===== config.mk =====
export PLATFORM = sky130hd
export DESIGN_NAME = wwdt_core
export DESIGN_NICKNAME = d
export VERILOG_FILES = /design/src/hdl/wwdt_pkg.sv /design/src/hdl/wwdt_core.sv
export SDC_FILE = /design/constraint.sdc
export NUM_CORES = 1
export LEC_CHECK = 0
export ABC_AREA = 0
export BUFFER_PORTS_ARGS = -buffer_cell sky130_fd_sc_hd__buf_2
export CORE_AREA = 2 2 76 78
export CTS_CLUSTER_DIAMETER = 200
export CTS_CLUSTER_SIZE = 12
export DETAILED_ROUTE_END_ITERATION = 8
export DIE_AREA = 0 0 78 80
export GPL_TIMING_DRIVEN = 0
export PLACE_DENSITY = 0.77
export SYNTH_ARGS = -nofsm -noshare
export SYNTH_HDL_FRONTEND = slang
export SYNTH_SLANG_ARGS = --single-unit

===== constraint.sdc =====
create_clock -name clk -period 9.55 [get_ports clk]
set_input_delay 2.3875 -clock clk [delete_from_list [all_inputs] [get_ports clk]]
set_output_delay 2.3875 -clock clk [all_outputs]
set_load 0.03 [all_outputs]

===== src/hdl/wwdt_pkg.sv =====
// shared constants, option layout and bus carrier of the windowed watchdog
package wwdt_pkg;

    // ------------------------------------------------------------------
    // widths
    // ------------------------------------------------------------------
    localparam int WWDT_CNT_W = 17;
    localparam int WWDT_DATA_W = 8;
    localparam int WWDT_ADDR_W = 4;

    // ------------------------------------------------------------------
    // register map and values
    // ------------------------------------------------------------------
    localparam logic [WWDT_ADDR_W-1:0] WWDT_REFRESH_OFS = 4'h0;
    localparam logic [WWDT_DATA_W-1:0] WWDT_KEY = 8'h00AC;
    localparam logic [WWDT_DATA_W-1:0] WWDT_RD_ENABLED = 8'h009A;
    localparam logic [WWDT_DATA_W-1:0] WWDT_RD_DISABLED = 8'h001A;
    localparam logic [WWDT_DATA_W-1:0] WWDT_RD_UNMAPPED = 8'h0000;
    localparam logic [WWDT_DATA_W-1:0] WWDT_OPT_RST = 8'h0000;
    localparam logic [WWDT_CNT_W-1:0] WWDT_CNT_RST = 17'h0_0000;
    localparam logic [1:0] WWDT_WIN_HALF = 2'b01;

    // ------------------------------------------------------------------
    // overflow times in low-speed clock cycles
    // ------------------------------------------------------------------
    localparam logic [WWDT_CNT_W-1:0] WWDT_OVF_0 = 17'h0_0040;
    localparam logic [WWDT_CNT_W-1:0] WWDT_OVF_1 = 17'h0_0080;
    localparam logic [WWDT_CNT_W-1:0] WWDT_OVF_2 = 17'h0_0100;
    localparam logic [WWDT_CNT_W-1:0] WWDT_OVF_3 = 17'h0_0200;
    localparam logic [WWDT_CNT_W-1:0] WWDT_OVF_4 = 17'h0_0800;
    localparam logic [WWDT_CNT_W-1:0] WWDT_OVF_5 = 17'h0_2000;
    localparam logic [WWDT_CNT_W-1:0] WWDT_OVF_6 = 17'h0_4000;
    localparam logic [WWDT_CNT_W-1:0] WWDT_OVF_7 = 17'h1_0000;

    // ------------------------------------------------------------------
    // carriers
    // ------------------------------------------------------------------
    typedef struct packed {
        logic interval_irq_option;
        logic window_select_bit1;
        logic window_select_bit0;
        logic counter_enable_option;
        logic overflow_select_bit2;
        logic overflow_select_bit1;
        logic overflow_select_bit0;
        logic standby_run_option;
    } wwdt_opt_t;

    typedef struct packed {
        logic halt;
        logic stop;
        logic snooze;
    } wwdt_mode_t;

    typedef struct packed {
        logic [WWDT_ADDR_W-1:0] addr;
        logic [WWDT_DATA_W-1:0] wdata;
        logic wr;
        logic rd;
        logic bitop;
    } wwdt_bus_t;

    function automatic logic [WWDT_CNT_W-1:0] wwdt_ovf_limit(input logic [2:0] sel);
        logic [WWDT_CNT_W-1:0] lim;
        lim = WWDT_OVF_0;
        unique case (sel)
            3'h0: lim = WWDT_OVF_0;
            3'h1: lim = WWDT_OVF_1;
            3'h2: lim = WWDT_OVF_2;
            3'h3: lim = WWDT_OVF_3;
            3'h4: lim = WWDT_OVF_4;
            3'h5: lim = WWDT_OVF_5;
            3'h6: lim = WWDT_OVF_6;
            3'h7: lim = WWDT_OVF_7;
        endcase
        return lim;
    endfunction : wwdt_ovf_limit

endpackage : wwdt_pkg


===== src/hdl/wwdt_core.sv =====
// windowed watchdog timer: counter, window check, refresh register, interval interrupt
`timescale 1ns/1ps

// What this block does
// (RULE1) enabled option makes counting start by itself after reset release
// (RULE2) disabled option keeps the counter stopped after reset release
// (RULE3) writing key ACH clears the counter and restarts counting
// (RULE4) a write during the closed window requests reset, except the first write
// (RULE5) reaching overflow time without valid key requests reset
// (RULE6) a single-bit access to the refresh register requests reset
// (RULE7) writing any byte other than ACH requests reset
// (RULE8) the first write after reset clears the counter ignoring the window
// (RULE9) the clear takes effect within two low-speed clock cycles
// (RULE10) a valid key just before overflow still clears and avoids reset
// (RULE11) standby-run 0 halts counting in HALT, STOP, SNOOZE; 1 keeps counting
// (RULE12) standby-run 0: leaving HALT or STOP clears counter and resumes
// (RULE13) overflow select codes give 2^6,7,8,9,11,13,14,16 low-speed cycles
// (RULE14) window code 01 opens last half, code 11 opens the whole period
// (RULE15) standby-run 0 forces the window open for the whole period
// (RULE16) interval interrupt at 75 percent of overflow plus half a cycle
// (RULE17) interval interrupt neither stops nor clears the counter
// (RULE18) software masks, clears counter, waits 80 us, clears flag, unmasks
// (RULE19) counter is 17 bits and counts low-speed oscillator cycles
// (RULE20) refresh register reads 9AH when enabled, 1AH when disabled
// (RULE21) a watchdog reset raises the watchdog reset cause toward the controller
// (RULE22) option settings are loaded at reset and then stay static
module wwdt_core
    import wwdt_pkg::*;
#(
    parameter int CNT_W = WWDT_CNT_W
)
(
    input wire logic clk,
    input wire logic arst_n,
    input wire logic fil_clk,
    input wire wwdt_opt_t opt_in,
    input wire wwdt_mode_t mode_in,
    input wire wwdt_bus_t bus_in,
    output logic [WWDT_DATA_W-1:0] rd_data,
    output logic wdt_reset_req,
    output logic interval_interrupt,
    output logic count_active
);

    // ------------------------------------------------------------------
    // state
    // ------------------------------------------------------------------
    typedef enum logic [1:0] {
        WWDT_ST_LOAD,
        WWDT_ST_RUN,
        WWDT_ST_FAULT
    } wwdt_state_t;

    wwdt_state_t state_r;
    wwdt_state_t state_nxt;

    wwdt_opt_t opt_r;
    logic [CNT_W-1:0] cnt_r;
    logic [CNT_W-1:0] cnt_nxt;
    logic pend_r;
    logic pend_nxt;
    logic first_done_r;
    logic irq_done_r;
    logic stby_prev_r;
    logic fil_s1_r;
    logic fil_s2_r;
    logic fil_s3_r;
    logic [WWDT_DATA_W-1:0] rd_data_r;
    logic reset_req_r;
    logic irq_r;
    logic active_r;

    // ------------------------------------------------------------------
    // low-speed clock sampling
    // ------------------------------------------------------------------
    // fil_s1_r feeds only fil_s2_r; edges are taken from the later stages
    always_ff @(posedge clk or negedge arst_n)
    begin
        if (!arst_n)
        begin
            fil_s1_r <= 1'b0;
            fil_s2_r <= 1'b0;
            fil_s3_r <= 1'b0;
        end
        else
        begin
            fil_s1_r <= fil_clk;
            fil_s2_r <= fil_s1_r;
            fil_s3_r <= fil_s2_r;
        end
    end

    wire fil_rise = fil_s2_r & ~fil_s3_r;
    wire fil_fall = ~fil_s2_r & fil_s3_r;

    // ------------------------------------------------------------------
    // option derived settings
    // ------------------------------------------------------------------
    wire [2:0] ovf_sel = {opt_r.overflow_select_bit2, opt_r.overflow_select_bit1,
                          opt_r.overflow_select_bit0};
    wire [1:0] win_sel = {opt_r.window_select_bit1, opt_r.window_select_bit0};

    // sizes the wrap point from the option code
    wire [CNT_W-1:0] ovf_limit = CNT_W'(wwdt_ovf_limit(ovf_sel)); // RULE13
    wire [CNT_W-1:0] ovf_last = ovf_limit - CNT_W'(1);
    wire [CNT_W-1:0] win_open_at = ovf_limit >> 1;
    // three quarters of the period; reached on the falling edge for the half cycle
    wire [CNT_W-1:0] irq_point = (ovf_limit >> 1) + (ovf_limit >> 2);

    wire enabled = opt_r.counter_enable_option;
    wire standby_run = opt_r.standby_run_option;
    // prohibited window codes are treated as fully open
    wire half_window = standby_run & (win_sel == WWDT_WIN_HALF); // RULE14 RULE15
    wire window_closed = half_window & (cnt_r < win_open_at); // RULE14

    // ------------------------------------------------------------------
    // standby handling
    // ------------------------------------------------------------------
    wire in_standby = mode_in.halt | mode_in.stop | mode_in.snooze;
    wire halt_or_stop = mode_in.halt | mode_in.stop;
    wire paused = ~standby_run & in_standby; // RULE11
    wire standby_exit = ~standby_run & stby_prev_r & ~halt_or_stop; // RULE12

    // ------------------------------------------------------------------
    // refresh register decode
    // ------------------------------------------------------------------
    wire running = (state_r == WWDT_ST_RUN);
    wire hit = (bus_in.addr == WWDT_REFRESH_OFS);
    wire ref_wr = running & bus_in.wr & hit;
    wire ref_rd = bus_in.rd & hit;
    wire bad_bitop = ref_wr & bus_in.bitop; // RULE6
    wire bad_key = ref_wr & (bus_in.wdata != WWDT_KEY); // RULE7
    // the first write after reset is allowed anywhere before overflow
    wire bad_window = ref_wr & enabled & first_done_r & window_closed; // RULE4 RULE8
    wire wr_fault = bad_bitop | bad_key | bad_window;
    wire key_ok = ref_wr & ~wr_fault; // RULE3

    wire [WWDT_DATA_W-1:0] rd_value = enabled ? WWDT_RD_ENABLED : WWDT_RD_DISABLED; // RULE20
    wire [WWDT_DATA_W-1:0] rd_data_nxt = ref_rd ? rd_value : WWDT_RD_UNMAPPED;

    // ------------------------------------------------------------------
    // counter
    // ------------------------------------------------------------------
    // a key is held pending until the next low-speed edge, so the clear lands
    // within the sampler latency plus one low-speed cycle
    wire clear_now = fil_rise & (pend_r | key_ok); // RULE9
    wire counting = running & enabled & ~paused; // RULE1 RULE2 RULE11
    wire tick = counting & fil_rise;
    // a pending clear beats the wrap in the same edge
    wire overflow = tick & ~clear_now & (cnt_r == ovf_last); // RULE5 RULE10
    wire irq_hit = counting & fil_fall & opt_r.interval_irq_option & ~irq_done_r
                   & (cnt_r == irq_point); // RULE16

    always_comb
    begin
        cnt_nxt = cnt_r;
        pend_nxt = pend_r;
        if (key_ok)
        begin
            pend_nxt = 1'b1; // RULE3
        end
        if (!running || !enabled)
        begin
            cnt_nxt = WWDT_CNT_RST; // RULE2
            pend_nxt = 1'b0;
        end
        else if (standby_exit)
        begin
            cnt_nxt = WWDT_CNT_RST; // RULE12
            pend_nxt = 1'b0;
        end
        else if (clear_now && !paused)
        begin
            cnt_nxt = WWDT_CNT_RST; // RULE9 RULE10
            pend_nxt = 1'b0;
        end
        else if (tick)
        begin
            // the interval interrupt does not touch the count
            cnt_nxt = cnt_r + CNT_W'(1); // RULE17 RULE19
        end
    end

    // ------------------------------------------------------------------
    // control state
    // ------------------------------------------------------------------
    always_comb
    begin
        state_nxt = state_r;
        unique case (state_r)
            WWDT_ST_LOAD:
            begin
                state_nxt = WWDT_ST_RUN; // RULE1
            end
            WWDT_ST_RUN:
            begin
                if (wr_fault || overflow)
                begin
                    state_nxt = WWDT_ST_FAULT; // RULE4 RULE5 RULE6 RULE7
                end
            end
            WWDT_ST_FAULT:
            begin
                // held until the reset controller resets the chip
                state_nxt = WWDT_ST_FAULT;
            end
            // a corrupted state code is safest treated as a fault
            default:
            begin
                state_nxt = WWDT_ST_FAULT;
            end
        endcase
    end

    always_ff @(posedge clk or negedge arst_n)
    begin
        if (!arst_n)
        begin
            state_r <= WWDT_ST_LOAD;
        end
        else
        begin
            state_r <= state_nxt;
        end
    end

    // options are captured once, in the first cycle after release
    always_ff @(posedge clk or negedge arst_n)
    begin
        if (!arst_n)
        begin
            opt_r <= wwdt_opt_t'(WWDT_OPT_RST);
        end
        else if (state_r == WWDT_ST_LOAD)
        begin
            opt_r <= opt_in; // RULE22
        end
    end

    always_ff @(posedge clk or negedge arst_n)
    begin
        if (!arst_n)
        begin
            cnt_r <= WWDT_CNT_RST;
        end
        else
        begin
            cnt_r <= cnt_nxt;
        end
    end

    always_ff @(posedge clk or negedge arst_n)
    begin
        if (!arst_n)
        begin
            pend_r <= 1'b0;
        end
        else
        begin
            pend_r <= pend_nxt;
        end
    end

    always_ff @(posedge clk or negedge arst_n)
    begin
        if (!arst_n)
        begin
            first_done_r <= 1'b0;
        end
        else if (ref_wr)
        begin
            first_done_r <= 1'b1; // RULE8
        end
    end

    // one interrupt per counter period; re-armed by any clear
    always_ff @(posedge clk or negedge arst_n)
    begin
        if (!arst_n)
        begin
            irq_done_r <= 1'b0;
        end
        else if (cnt_nxt == WWDT_CNT_RST)
        begin
            irq_done_r <= 1'b0;
        end
        else if (irq_hit)
        begin
            irq_done_r <= 1'b1; // RULE16
        end
    end

    // halt or stop level of the previous cycle, so the exit edge can be seen
    always_ff @(posedge clk or negedge arst_n)
    begin
        if (!arst_n)
        begin
            stby_prev_r <= 1'b0;
        end
        else
        begin
            stby_prev_r <= halt_or_stop;
        end
    end

    // ------------------------------------------------------------------
    // outputs
    // ------------------------------------------------------------------
    always_ff @(posedge clk or negedge arst_n)
    begin
        if (!arst_n)
        begin
            rd_data_r <= WWDT_RD_UNMAPPED;
            active_r <= 1'b0;
        end
        else
        begin
            rd_data_r <= rd_data_nxt; // RULE20
            active_r <= counting;
        end
    end

    // the request follows the fault state, so it stays high until the chip reset
    always_ff @(posedge clk or negedge arst_n)
    begin
        if (!arst_n)
        begin
            reset_req_r <= 1'b0;
            irq_r <= 1'b0;
        end
        else
        begin
            reset_req_r <= (state_nxt == WWDT_ST_FAULT); // RULE21
            irq_r <= irq_hit; // RULE16
        end
    end

    assign rd_data = rd_data_r;
    assign wdt_reset_req = reset_req_r;
    assign interval_interrupt = irq_r;
    assign count_active = active_r;

endmodule : wwdt_core


### Word-level counts from Yosys, hierarchy flattened

Memory sizes are Yosys's and may differ from the RTL's.
Index checks and enable logic that the tools add are counted.

| word-level totals | value |
|---|---|
| latch bits | 0 |
| memories | 1 |
| input bits | 29 |
| output and inout port bits | 11 |
| word-level logic and storage cells | 96 |
| memory bits (writable) | 0 |
| ROM bits | 64 |
| register bits after elaboration | 45 |

Memories:

| memory | words | bits a word | read ports | clocked after memory_dff | write ports | line | text |
|---|---|---|---|---|---|---|---|
| (no name shown) | 8 | 8 | 1 | 0 | 0 | wwdt_pkg.sv:66 | `unique case (sel)` |

| operators by class | value |
|---|---|
| magnitude comparators | 1 |
| shift operators | 0 |
| add/subtract/negate cells | 3 |
| muxes and demuxes | 14 |
| eq/ne operators | 6 |
| divide/modulo/power cells | 0 |
| reductions and logical operators | 11 |
| $mul | 0 |
| bitwise gates (word level) | 39 |

Operators by type and width:

| operator | count |
|---|---|
| two-way mux 17 bit | 4 |
| == test 17 bit | 2 |
| bitwise AND 1 bit | 26 |
| adder 16 x 15 -> 17 bit | 1 |
| adder 17 x 1 -> 17 bit, second input constant | 1 |
| zero test 17 bit | 1 |
| < comparator 17 x 16 -> 1 bit | 1 |
| subtractor 17 x 1 -> 17 bit, second input constant | 1 |
| two-way mux 8 bit | 2 |
| inequality test 8 bit, second input constant | 1 |
| inverter 1 bit | 8 |
| two-way mux 1 bit | 6 |
| OR 1 bit | 5 |
| == test 2 x 1 -> 1 bit, second input constant | 2 |
| zero test 4 bit | 1 |
| one-hot mux 2 bit (2 select lines) | 1 |
| nonzero test 4 bit | 1 |
| zero test 1 bit | 3 |
| == test 2 bit, second input constant | 1 |
| zero test 2 bit | 1 |
| logical OR 1 bit | 2 |
| two-way mux 2 bit | 1 |
| nonzero test 2 bit | 1 |
| logical AND 1 bit | 1 |

### Depth between registers and ports, before layout

| logic depth | value |
|---|---|
| depth in word-level cells | 18 |
| depth in mapped cells | 13 |
| mapped depth without buffers | 12 |

### Least setup slack after synthesis

OpenSTA, ideal clock, no wires.

| timing path | value |
|---|---|
| path kind | input to register |
| start point | in mode_in[1] in the netlist's numbering |
| end point | reg irq_done_r |
| arrival | 4.249 ns |
| setup time | 0.128 ns |
| path buffers | 0 |
| slack | 5.172 ns |
| cell stages on the path | 7 |
| data required time | 9.422 ns |
| path through | nor3_1 o2111ai_1 nor3_1 xor2_1 or4_1 nor4b_2 nor3_1 |

| on the way | value |
|---|---|
| cells in the longest elaborated chain, start to end | 12 |
| elaborated cells on any way between the ends | 21 |
| classes of those cells | mux (5); bitwise (12); reduce/logical (4) |

RTL lines:

| item | line | text |
|---|---|---|
| from (decl) | wwdt_core.sv:37 | `input wire wwdt_mode_t mode_in,` |
| OR 1 bit * | wwdt_core.sv:119, wwdt_core.sv:120 |  |
| OR 1 bit | wwdt_core.sv:119 | `wire in_standby = mode_in.halt \| mode_in.stop \| mode_in.snooze;` |
| bitwise AND 1 bit | wwdt_core.sv:121 | `wire paused = ~standby_run & in_standby;` |
| inverter 1 bit | wwdt_core.sv:147 | `wire counting = running & enabled & ~paused;` |
| bitwise AND 1 bit | wwdt_core.sv:147 |  |
| bitwise AND 1 bit | wwdt_core.sv:148 | `wire tick = counting & fil_rise;` |
| two-way mux 17 bit | wwdt_core.sv:177 | `else if (tick)` |
| two-way mux 17 bit | wwdt_core.sv:172 | `else if (clear_now && !paused)` |
| two-way mux 17 bit | wwdt_core.sv:167 | `else if (standby_exit)` |
| two-way mux 17 bit | wwdt_core.sv:162 | `if (!running \|\| !enabled)` |
| zero test 17 bit | wwdt_core.sv:283 | `else if (cnt_nxt == WWDT_CNT_RST)` |
| two-way mux 1 bit or nonzero test 2 bit (tied branches) | -- |  |
| to (signal assigned) | wwdt_core.sv:281 | `irq_done_r <= 1'b0;` |
| to (signal assigned) | wwdt_core.sv:285 | `irq_done_r <= 1'b0;` |
| to (signal assigned) | wwdt_core.sv:289 | `irq_done_r <= 1'b1;` |
| to (decl) | wwdt_core.sv:63 | `logic irq_done_r;` |

Mark *: on every way between the ends. The rest lies on a longest branch, timed or not.
A chain may end at the register's enable or synchronous reset.

### Worst setup path in the final report

Ends and elaborated chain as after synthesis.

==> metrics.yaml <==
synth_edf_count: 0
clock_skew_ps: 5.12
gp_congestion: 0.890
viasPerCell: 5.75
ctsHoldBuffers: 0
initial_core_util_pct: 56.7
drcViolationCount: 0
synthesis.instances: 348
insertion_delay_ps: 290
ir_drop_v: 0.000131
rsz0062_at_grt: "false"
grt_use_total_pct: 24.4
htree_levels: 2
drive_gt1_share_pct: 17.8
area_growth_syn_to_layout_pct: 11.7
r2r_cells: 12
grt_remaining_overflow: 0
cts_resized: 0
die_y_um: 80
cts_sinks: 39
regArea_um2: 976
cts_tree: "done"
fillCellCount: 471
r2r_start: "opt_r[3]"
worstSetupEndpointType: "flop"
cp.arrival_ps: 4700
ys_seq_area_share_pct: 31.8
syn_area_um2: 3070
clk_pin_slew_worst_paths_ps: 80
maxCapViolations: 0
firstDrtPassIters: 4
cts_made_buffers: 5
io_buffers: 35
min_period_ps: 4530
startpoint_type: "input pin"
antenna_found_initial: 0
crit_fanout: 6
final.period_utilization_pct: 47.5
setup_ws_ps: 5020
nets: 444
timing_hold_violations_final: 0
netlist-cell-type-count: 59
routed_wl_mm: 7.12
synth.area.top_cells: "dfrtp_1 (32%), ha_1 (8.6%), xnor2_1 (5.7%)"
row_count: 27
vias: 2679
status: "finished clean"
async_flop_share_pct: 100
clockBufferDepth: 2
required_ps: 9720
yosysTopAreaCell: "dfrtp_1"
postCtsSetupBuffers: 0
synth.most_common_cell: "dfrtp_1"
max_freq_mhz: 221
core_area_um2: 5410
ys.flop_type: "dfrtp_1"
hold_path_depth: 0
final.setup.tns_ps: 0
worstHoldPathType: "flop to flop"
crit_type: "input pin to flop"
netlist_top_cells_count: "dfrtp_1 (39), nor2_1 (38), ha_1 (21), nand2_1 (21), xnor2_1 (20)"
holdPathEnd: "fil_s2_r"
dp_hpwl_mm: 5.42
slew_violations: 0
drt_iter0_markers: 183
synth-seq-cells: 39
avgSynthCellArea_um2: 8.81
r2r-end: "cnt_r[4]"
leakagePower_nw: 1.55
io_pins: 40
wl_per_cell_um: 15.3
drtAntennaViolNets: 0
dpl_worst_slack_ps: 4690
pwr_density_cell_nw_per_um2: 197
min_from: "fil_s1_r"
multi_input_area_um2: 1920
r2r_setup_slack_ps: 5500
grt_pass1_wl_mm: 12.0
max_slew.worst_pin.slew_ps: 914
grt_pass1_vias: 2586
relSlewSlack_pct: 38.9
ys_warn_count: 0
diodes: 0
grt_max_degree: 40
die-area_um2: 6240
cts_root_buf: "clkbuf_8"
finalSetupViolations: 0
synth_top_area_share_pct: 31.8
die_w_um: 78
power_w: 0.000675
registers in the layout, indices dropped and copies added (netlist names), 2 cells and up:
name	cells
cnt_r	17
rd_data	2
opt_r	6
state_r	2
placed cells by master (no fill, tap or decap), types with 12 or more instances in the layout:
| master | netlist | routed |
|---|---|---|
| xnor2_1 | 20 | 20 |
| xor2_1 | 17 | 17 |
| inv_1 | 16 | 16 |
| ha_1 | 21 | 21 |
| dfrtp_1 | 39 | 39 |
| nand2_1 | 21 | 21 |
| nor2_1 | 38 | 38 |
| buf_2 | 6 | 41 |
| clkbuf_1 | 12 | 14 |
| nor3_1 | 12 | 12 |
routing by layer:
layer / global-route usage [%] / routed length, µm / up-vias
li1: - / - / 1329
met1: 32.0 / 3220 / 1277
met2: 41.8 / 3370 / 62
met3: 3.39 / 405 / 11
met4: 7.37 / 121 / 0
met5: 0 / 0 / -
worst max-delay path by stage:
stage	start	end	slack (ps)	cells after the start
after CTS	mode_in[1]	irq_done_r	5010	8
after global placement	mode_in[1]	irq_done_r	4720	8
final	mode_in[1]	irq_done_r	5020	8
after detailed placement	mode_in[1]	irq_done_r	4690	8
after floorplan	mode_in[1]	irq_done_r	5170	7
after global routing	mode_in[1]	irq_done_r	4760	8
through the flow:
stage               instance area, µm²  hold slack, ps  cells  util, %
floorplan                         3080             331    351        -
global placement                  3340             338    458     61.8
detailed placement                3340             342    458     61.8
CTS                               3420             359    466     63.3
global route                      3420             362    466     63.3
finish                            3420             357    466     63.3
logic make-up (layout without fill, tap and decap cells):
family	after synthesis	in the layout	share of synthesized area, %
simple gates	143	143	26.0
compound gates	57	57	13.3
buf+inv	41	84	6.04
flops	39	39	31.8
xor+xnor	37	37	10.6
fa+ha+maj	22	22	9.22
mux	8	8	2.86
other cells	1	4	0.122
critical path: stages:
cell	delay (ps)
buf_2	110
nor3_1	440
o2111ai_1	370
nor3_1	310
xor2_1	110
or4_1	560
nor4b_2	310
nor3_1	90
report_power, final:
group	switching [W]	internal [W]	total (W)	leakage [nW]
clock network	0.0000599	0.0000514	0.000111	0.0422
registers	0.0000229	0.000191	0.000213	0.508
logic	0.000210	0.000140	0.000350	1.00
total	0.000293	0.000382	0.000675	1.55
layout make-up:
class | count | share of cell area (%)
clock buffers | 7 | 2.23
flip-flops and latches | 39 | 28.5
plain buffers | 25 | 3.65
clock inverters | 1 | 0.146
repair buffers | 35 | 5.12
multi-input cells | 271 | 56.0
well taps | 72 | 2.63
inverters | 16 | 1.75
(Power assumes the default switching activity.)
